--- src/rtl/hpp_pkg.sv ---
// Constants and register map of the host port pad control block
//
// Contract
// [RQ1] In wide host mode, external address pins pick internal memory words for host accesses.
// [RQ2] In wide host mode, sixteen external data pins carry host reads and writes.
// [RQ3] External data pins float unless driving, in reset, bus hold, or output disable low.
// [RQ4] Enabled keepers hold external data lines at the level last driven.
// [RQ5] Data keepers are off at reset; a control register bit switches them.
// [RQ6] Eight host data pins; in wide host mode they become general-purpose I/O.
// [RQ7] Host data pins float unless outputting data, and whenever output disable is low.
// [RQ8] Host keepers are off at reset; a separate control bit switches them.
// [RQ9] Line interface is enabled only while its active-low enable input is low.
// [RQ10] Host holds its select low for the whole of every host port access.
// [RQ11] In narrow mode, address and data pins serve memory; host uses eight data pins.
package hpp_pkg;
	// ----------------------------------------
	// Register offsets (byte addresses)
	// ----------------------------------------
	localparam logic [3:0] ADDR_BUS_SWITCH_CONTROL_REG = 4'h0;
	localparam logic [3:0] ADDR_STATUS = 4'h4;
	localparam logic [3:0] ADDR_GPIO_OUT = 4'h8;
	localparam logic [3:0] ADDR_GPIO_DIR = 4'hC;
	// ----------------------------------------
	// Fields of bus_switch_control_reg
	// ----------------------------------------
	localparam int DATA_KEEPER_BIT = 1;
	localparam int HOST_KEEPER_BIT = 2;
	localparam logic [31:0] BUS_SWITCH_CONTROL_REG_RESET = 32'h0000_0000;
	// ----------------------------------------
	// Fields of the status register
	// ----------------------------------------
	localparam int ST_WIDE_BIT = 0;
	localparam int ST_LINE_BIT = 1;
	localparam int ST_HOLD_BIT = 2;
	localparam int ST_OFF_BIT = 3;
	localparam int ST_SEL_BIT = 4;
	localparam logic [7:0] GPIO_RESET = 8'h00;
endpackage

--- src/rtl/hpp_keeper.sv ---
// Bus-holder model for a group of pads
`timescale 1ns/100ps
module hpp_keeper #(
	parameter int WIDTH = 16
) (
	input wire logic clk,
	input wire logic rst_n,
	input wire logic enable,
	input wire logic [WIDTH-1:0] drive_val,
	input wire logic [WIDTH-1:0] drive_en,
	output logic [WIDTH-1:0] keep_val,
	output logic [WIDTH-1:0] keep_en
);
	// Elaboration-time check: a keeper group needs at least one line
	if (WIDTH < 1) begin : g_bad_width
		$error("hpp_keeper: WIDTH must be positive");
	end

	logic [WIDTH-1:0] last_q;

	// Remember the level last driven on each line
	always_ff @(posedge clk or negedge rst_n) begin
		if (!rst_n) begin
			last_q <= '0;
		end else begin
			last_q <= (drive_en & drive_val) | (~drive_en & last_q);
		end
	end

	// Keeper only acts on lines that nobody inside drives
	assign keep_val = last_q; // RQ4
	assign keep_en = enable ? ~drive_en : '0; // RQ4
endmodule

--- src/rtl/hpp_top.sv ---
// Host port pad control: pin routing, float conditions, keepers
//
// Decided for this implementation: the placing of the registers and the Wishbone interface to the registers.
`timescale 1ns/100ps
module hpp_top #(
	parameter int AW = 16,
	parameter int DW = 16,
	parameter int HW = 8
) (
	input wire logic REF_CLK,
	input wire logic RST_N,
	// Wishbone classic slave
	input wire logic WB_CYC_I,
	input wire logic WB_STB_I,
	input wire logic WB_WE_I,
	input wire logic [3:0] WB_ADR_I,
	input wire logic [3:0] WB_SEL_I,
	input wire logic [31:0] WB_DAT_I,
	output logic [31:0] WB_DAT_O,
	output logic WB_ACK_O,
	// Mode and control pins
	input wire logic WIDE_HOST_MODE_PIN,
	input wire logic OUTPUT_ENABLE_N,
	input wire logic BUS_HOLD,
	input wire logic LINE_INTERFACE_ENABLE_N,
	input wire logic HOST_SELECT_N,
	output logic LINE_INTERFACE_ON,
	// External address pins
	input wire logic [AW-1:0] EXT_ADDRESS_PINS,
	// External data pins
	input wire logic [DW-1:0] EXT_DATA_PINS_I,
	output logic [DW-1:0] EXT_DATA_PINS_O,
	output logic [DW-1:0] EXT_DATA_PINS_OE,
	output logic [DW-1:0] EXT_DATA_KEEP_O,
	output logic [DW-1:0] EXT_DATA_KEEP_OE,
	// Host data pins
	input wire logic [HW-1:0] HOST_DATA_PINS_I,
	output logic [HW-1:0] HOST_DATA_PINS_O,
	output logic [HW-1:0] HOST_DATA_PINS_OE,
	output logic [HW-1:0] HOST_DATA_KEEP_O,
	output logic [HW-1:0] HOST_DATA_KEEP_OE,
	// Core memory interface side
	input wire logic MEM_DRIVE,
	input wire logic [DW-1:0] MEM_WDATA,
	output logic [DW-1:0] MEM_RDATA,
	// Host port core side
	input wire logic HOST_DRIVE,
	input wire logic [DW-1:0] HOST_RDATA,
	output logic HOST_WIDE,
	output logic HOST_ACTIVE,
	output logic [AW-1:0] HOST_ADDR,
	output logic [DW-1:0] HOST_WDATA,
	output logic [HW-1:0] GPIO_IN
);
	// Elaboration-time check: registers are 32 bits and host pins fold into the data bus
	if (HW > DW || DW > 32 || AW > 32 || HW < 1) begin : g_bad_widths
		$error("hpp_top: bad widths");
	end

	// ----------------------------------------
	// Register bus
	// ----------------------------------------
	logic ack_q;
	logic [31:0] rdat_q;
	logic data_keep_q;
	logic host_keep_q;
	logic [HW-1:0] gpio_out_q;
	logic [HW-1:0] gpio_dir_q;

	wire req = WB_CYC_I && WB_STB_I && !ack_q;
	wire wr = req && WB_WE_I && WB_SEL_I[0];
	wire hit_bus_switch_control_reg = WB_ADR_I == hpp_pkg::ADDR_BUS_SWITCH_CONTROL_REG;
	wire hit_stat = WB_ADR_I == hpp_pkg::ADDR_STATUS;
	wire hit_gout = WB_ADR_I == hpp_pkg::ADDR_GPIO_OUT;
	wire hit_gdir = WB_ADR_I == hpp_pkg::ADDR_GPIO_DIR;

	wire [31:0] bus_switch_control_reg_rd = {29'h0, host_keep_q, data_keep_q, 1'b0};
	wire [31:0] stat_rd = {27'h0, !HOST_SELECT_N, !OUTPUT_ENABLE_N, BUS_HOLD,
		LINE_INTERFACE_ON, WIDE_HOST_MODE_PIN};
	wire [31:0] gout_rd = 32'(gpio_out_q);
	wire [31:0] gdir_rd = 32'(gpio_dir_q);
	// Unmapped offsets are acknowledged and read as zero
	wire [31:0] rd_mux = hit_bus_switch_control_reg ? bus_switch_control_reg_rd :
		hit_stat ? stat_rd :
		hit_gout ? gout_rd :
		hit_gdir ? gdir_rd : 32'h0000_0000;

	// One wait state: ack in the cycle after the request is seen
	always_ff @(posedge REF_CLK or negedge RST_N) begin
		if (!RST_N) begin
			ack_q <= 1'b0;
			rdat_q <= 32'h0000_0000;
		end else begin
			ack_q <= req;
			rdat_q <= req ? rd_mux : rdat_q;
		end
	end
	assign WB_ACK_O = ack_q;
	assign WB_DAT_O = rdat_q;

	// Keepers come up disabled
	always_ff @(posedge REF_CLK or negedge RST_N) begin
		if (!RST_N) begin
			data_keep_q <= hpp_pkg::BUS_SWITCH_CONTROL_REG_RESET[hpp_pkg::DATA_KEEPER_BIT]; // RQ5
			host_keep_q <= hpp_pkg::BUS_SWITCH_CONTROL_REG_RESET[hpp_pkg::HOST_KEEPER_BIT]; // RQ8
		end else if (wr && hit_bus_switch_control_reg) begin
			data_keep_q <= WB_DAT_I[hpp_pkg::DATA_KEEPER_BIT]; // RQ5
			host_keep_q <= WB_DAT_I[hpp_pkg::HOST_KEEPER_BIT]; // RQ8
		end
	end

	always_ff @(posedge REF_CLK or negedge RST_N) begin
		if (!RST_N) begin
			gpio_out_q <= hpp_pkg::GPIO_RESET;
			gpio_dir_q <= hpp_pkg::GPIO_RESET;
		end else begin
			if (wr && hit_gout) gpio_out_q <= WB_DAT_I[HW-1:0];
			if (wr && hit_gdir) gpio_dir_q <= WB_DAT_I[HW-1:0];
		end
	end

	// ----------------------------------------
	// Pin routing
	// ----------------------------------------
	wire wide = WIDE_HOST_MODE_PIN;
	wire sel = !HOST_SELECT_N;
	// Shared bus is silent in reset, bus hold or with outputs disabled
	wire ext_quiet = !RST_N || BUS_HOLD || OUTPUT_ENABLE_N == 1'b0; // RQ3
	// In narrow mode only the memory interface may drive the wide bus
	wire ext_drive = wide ? (sel && HOST_DRIVE) : MEM_DRIVE; // RQ2 RQ11
	wire [DW-1:0] ext_val = wide ? HOST_RDATA : MEM_WDATA; // RQ2 RQ11
	wire host_drive_n = !wide && sel && HOST_DRIVE; // RQ11
	wire [HW-1:0] host_oe = wide ? gpio_dir_q : {HW{host_drive_n}}; // RQ6
	wire [HW-1:0] host_val = wide ? gpio_out_q : HOST_RDATA[HW-1:0]; // RQ6
	wire [DW-1:0] ext_oe_w = ext_quiet ? '0 : {DW{ext_drive}}; // RQ3
	wire [HW-1:0] host_oe_w = OUTPUT_ENABLE_N ? host_oe : '0; // RQ7

	assign EXT_DATA_PINS_O = ext_val;
	assign EXT_DATA_PINS_OE = ext_oe_w;
	assign HOST_DATA_PINS_O = host_val;
	assign HOST_DATA_PINS_OE = host_oe_w;

	assign MEM_RDATA = EXT_DATA_PINS_I;
	assign HOST_WIDE = wide;
	// Host drives its select low across the whole access
	assign HOST_ACTIVE = sel; // RQ10
	assign HOST_ADDR = wide ? EXT_ADDRESS_PINS : '0; // RQ1
	assign HOST_WDATA = wide ? EXT_DATA_PINS_I :
		{{(DW-HW){1'b0}}, HOST_DATA_PINS_I}; // RQ2 RQ11
	assign GPIO_IN = wide ? HOST_DATA_PINS_I : '0; // RQ6
	assign LINE_INTERFACE_ON = !LINE_INTERFACE_ENABLE_N; // RQ9

	// ----------------------------------------
	// Keepers
	// ----------------------------------------
	hpp_keeper #(.WIDTH(DW)) u_ext_keep (
		.clk(REF_CLK),
		.rst_n(RST_N),
		.enable(data_keep_q),
		.drive_val(ext_val),
		.drive_en(ext_oe_w),
		.keep_val(EXT_DATA_KEEP_O),
		.keep_en(EXT_DATA_KEEP_OE)
	);

	hpp_keeper #(.WIDTH(HW)) u_host_keep (
		.clk(REF_CLK),
		.rst_n(RST_N),
		.enable(host_keep_q),
		.drive_val(host_val),
		.drive_en(host_oe_w),
		.keep_val(HOST_DATA_KEEP_O),
		.keep_en(HOST_DATA_KEEP_OE)
	);
endmodule

--- config.mk ---
export PLATFORM = sky130hd
export DESIGN_NAME = hpp_top
export DESIGN_NICKNAME = d
export VERILOG_FILES = /design/src/rtl/hpp_pkg.sv /design/src/rtl/hpp_keeper.sv /design/src/rtl/hpp_top.sv
export SDC_FILE = /design/constraint.sdc
export NUM_CORES = 1
export LEC_CHECK = 0
export BUFFER_PORTS_ARGS = -buffer_cell sky130_fd_sc_hd__buf_2
export CAP_MARGIN = 20
export CORE_AREA = 2 2 122 124
export CTS_CLUSTER_SIZE = 8
export DETAILED_ROUTE_END_ITERATION = 6
export DIE_AREA = 0 0 124 126
export MAX_ROUTING_LAYER = met4
export SLEW_MARGIN = 20
export SYNTH_ARGS = -nofsm -noshare
export SYNTH_HDL_FRONTEND = slang
export SYNTH_SLANG_ARGS = --single-unit
--- constraint.sdc ---
create_clock -name REF_CLK -period 1.75 [get_ports REF_CLK]
set_input_delay 0.175 -clock REF_CLK [delete_from_list [all_inputs] [get_ports REF_CLK]]
set_output_delay 0.175 -clock REF_CLK [all_outputs]
set_load 0.02 [all_outputs]
==> metrics.md <==
| Metric | Value |
|---|---|
| Reg2Reg Launch Point | WB_ACK_O |
| Final min period | between 1.5 and 2 ns |
| Core area | 14,310 µm² |
| CTS Buf Count | 5 |
| Port buffer count | 260 |
| Syn Area/Cell | 10.89 µm² |
| CTS root buf | clkbuf_16 |
| Number of max-cap violations | 0 |
| Post-route setup TNS | 0 ns |
| DRT iter0 DRCs | 59 |
| Drt total wl | 10.54 mm |
| Final hold vios | 0 |
| Syn. warnings | 0 |
| Setup WS post-layout | 0.1358 ns |
| Sequential fraction of the synthesis area | 0.3639 |
| RSZ-0062 raised after global routing | no |
| Crit path cell chain | nand3b_2, inv_1, nand4b_2, mux2_2 |
| Htree depth | 2 |
| Crit path DAT | 1.79 ns |
| Initial Utilization | 0.2450 |
| Fin nets | roughly 660 |
| Max Buffers Root-to-Sink | 2 |
| Routability cong. | between 0.7 and 0.8 |
| Synthesized instance count | around 320 |
| Row count | 44 |
| Yosys cell types | 31 |
| Reg2reg setup slack | roughly 0.14 ns |
| Largest net degree at the start of global routing | 53 |
| Critical Path Sink | gpio_out_q[6] |
| PD cells | approximately 800 nW/µm² |
| Fin Clk Skew | just over 0.004 ns |
| Area growth syn-to-layout | 35.89% |
| Reg-to-Reg End | gpio_out_q[6] |
| Pre-CTS setup slack | between 0.007 and 0.008 ns |
| Fin util | 0.3330 |
| DRT Pass-1 Iters | 4 |
| Crit Path Category | reg -> reg |
| Final instance area | 4766 µm² |
| Fmax | about 620 MHz |
| Slew margin rel. | 0.5505 |
| Die area | 15,620 µm² |
| Slew @ Worst Pin | 0.6742 ns |
| Synthesized area | ~3500 µm² |
| Crit path launch | WB_ACK_O |
| Clk slew on worst S/H paths | 0.07 ns |
| Wire length per cell | around 15 µm |
| Slew Limit Fails | 0 |
| Remaining DRCs | 0 |
| Initial antenna violation count | 1 |
| All-Layer GR Usage | 0.1280 |
| Slowest CP cell | mux2_2 |
| First-pass GRT wire length | around 15 mm |
| Crit Path Max Fanout | 8 |
| R2R depth | 4 |
| Hpwl dp | around 8.7 mm |
| WP data required | 1.93 ns |
| CTS tree | yes |
| Worst VDD drop | approximately 420 µV |
| DP Area | between 4000 and 5000 µm² |
| IO Count | 312 |
| Share of layout cells above drive strength 1 | 0.6716 |
| Period utilisation layout | 0.9224 |
| Status | finished, final reports clean |
| Final count of negative-setup-slack endpoints | 0 |
| Endpoint class of the critical path | flip-flop |
| Total gr overflow | 0 |
| Vias per cell | 4.166 |
| Highest-count cells in the layout ignoring fill and taps | buf_2 (260), mux2_2 (66), dfrtp_1 (51), and2_1 (40), conb_1 (24) |
| Crit path launch type | flip-flop |
| CP peak stage delay | 0.39 ns |
| Commonest non-fill, non-tap cell in the layout | buf_2 |
| Die Wd | 124 µm |
| DIE HEIGHT | 126 µm |
| Min-Delay Path Class | in -> async |
| Vias in the first global route | ~2,800 |
| Clock sinks | 51 |
| Clk Latency, worst-skew pair | slightly below 0.3 ns |
| Leakage | between 2 and 3 nW |
| Antenna viol nets, final | 0 |
| Via count | roughly 3,000 |
| Yosys reg bits | 51 |
| CTS Hold Bufs | 0 |
[metrics by stage]
step	hold WS, ns	std cells	total power [W]
6_report	0.02773	721	0.003839
5_1_grt	0.08905	721	0.004038
4_1_cts	0.05053	720	0.003892
3_5_place_dp	0.3702	712	0.002887
3_3_place_gp	0.3627	712	0.002872
2_1_floorplan	-0.1206	345	0.002443
[worst min-delay path by stage]
stage           from  slack [ns]  cells past startpoint                          to
4_1_cts        RST_N        0.05                      2  asynchronous set/reset pin
3_5_place_dp   RST_N        0.37                      2  asynchronous set/reset pin
2_1_floorplan  RST_N       -0.12                      0                    WB_ACK_O
6_report       RST_N        0.03                      2               gpio_dir_q[1]
3_3_place_gp   RST_N        0.36                      2  asynchronous set/reset pin
5_1_grt        RST_N        0.09                      2               gpio_out_q[2]
[critical path: cells and delay by family (launching register included)]
kind / cells / cell delay (ns)
flip-flops: 1 / 0.38
buffers and inverters: 1 / 0.17
AND/OR/NAND/NOR: 2 / 0.56
multiplexers: 1 / 0.39
[cell usage after synthesis]
| cell type | number | area (µm²) |
|---|---|---|
| a211oi_4 | 1 | 20.02 |
| a21oi_1 | 3 | 15.01 |
| a22o_1 | 2 | 17.52 |
| a31oi_1 | 3 | 18.77 |
| a32o_1 | 3 | 30.03 |
| and2_1 | 40 | 250.2 |
| and4bb_2 | 1 | 12.51 |
| buf_2 | 4 | 20.02 |
| buf_4 | 74 | 555.5 |
| buf_6 | 1 | 11.26 |
| clkbuf_1 | 6 | 22.52 |
| conb_1 | 1 | 3.750 |
| dfrtp_1 | 51 | 1276 |
| inv_1 | 14 | 52.55 |
| mux2_2 | 66 | 743.2 |
| mux2_4 | 8 | 120.1 |
| mux2i_1 | 3 | 30.03 |
| mux4_2 | 2 | 45.04 |
| nand2_1 | 6 | 22.52 |
| nand2b_1 | 10 | 62.56 |
| nand3_1 | 2 | 10.01 |
| nand3b_2 | 1 | 11.26 |
| nand3b_4 | 1 | 20.02 |
| nand4_2 | 1 | 12.51 |
| nand4b_2 | 1 | 15.01 |
| nor2_1 | 2 | 7.510 |
| nor2b_1 | 2 | 12.51 |
| nor3_1 | 1 | 5.000 |
| nor4b_1 | 1 | 8.760 |
| o211ai_1 | 8 | 60.06 |
| o21ai_0 | 3 | 15.01 |
[final cells by class]
cell class / instances / area, µm²
Antenna cell: 1 / 2.502
Clock buffer: 5 / 125.1
Clock inverter: 3 / 20.02
Fill cell: 1464 / 9548
Inverter: 14 / 52.55
Multi-Input combinational cell: 195 / 1660
Sequential cell: 51 / 1276
Tap cell: 184 / 230.2
Timing Repair Buffer: 268 / 1399
[logic make-up after synthesis]
kind of cell           share of synthesized area
AOI/OAI and AO/OA                        0.05030
buffers and inverters                     0.1887
DFF                                       0.3639
muxes                                     0.2676
other                                   0.001069
and+or+nand+nor                           0.1284
[power by group]
group / leakage [nW] / total, W / switching [W] / internal (W)
Combinational: 2.01 / 0.00140 / 0.000827 / 0.000576
Clock: 0.0658 / 0.000985 / 0.000457 / 0.000528
Sequential: 0.667 / 0.00145 / 0.0000997 / 0.00135
[metal layers]
layer  track usage  share of wire  vias up
met5             -              0        -
met4       0.02578         0.0085        0
met3       0.02174          0.097        7
met2        0.2489           0.54      194
met1        0.1322           0.36     1385
li1              -              -     1418
[what timing repair did]
action | 4_1_cts | 5_1_grt
buffers inserted | 0 | 0
setup endpoints to repair | 0 | 5
gates resized for setup | 0 | 1
(Power assumes the default switching activity.)
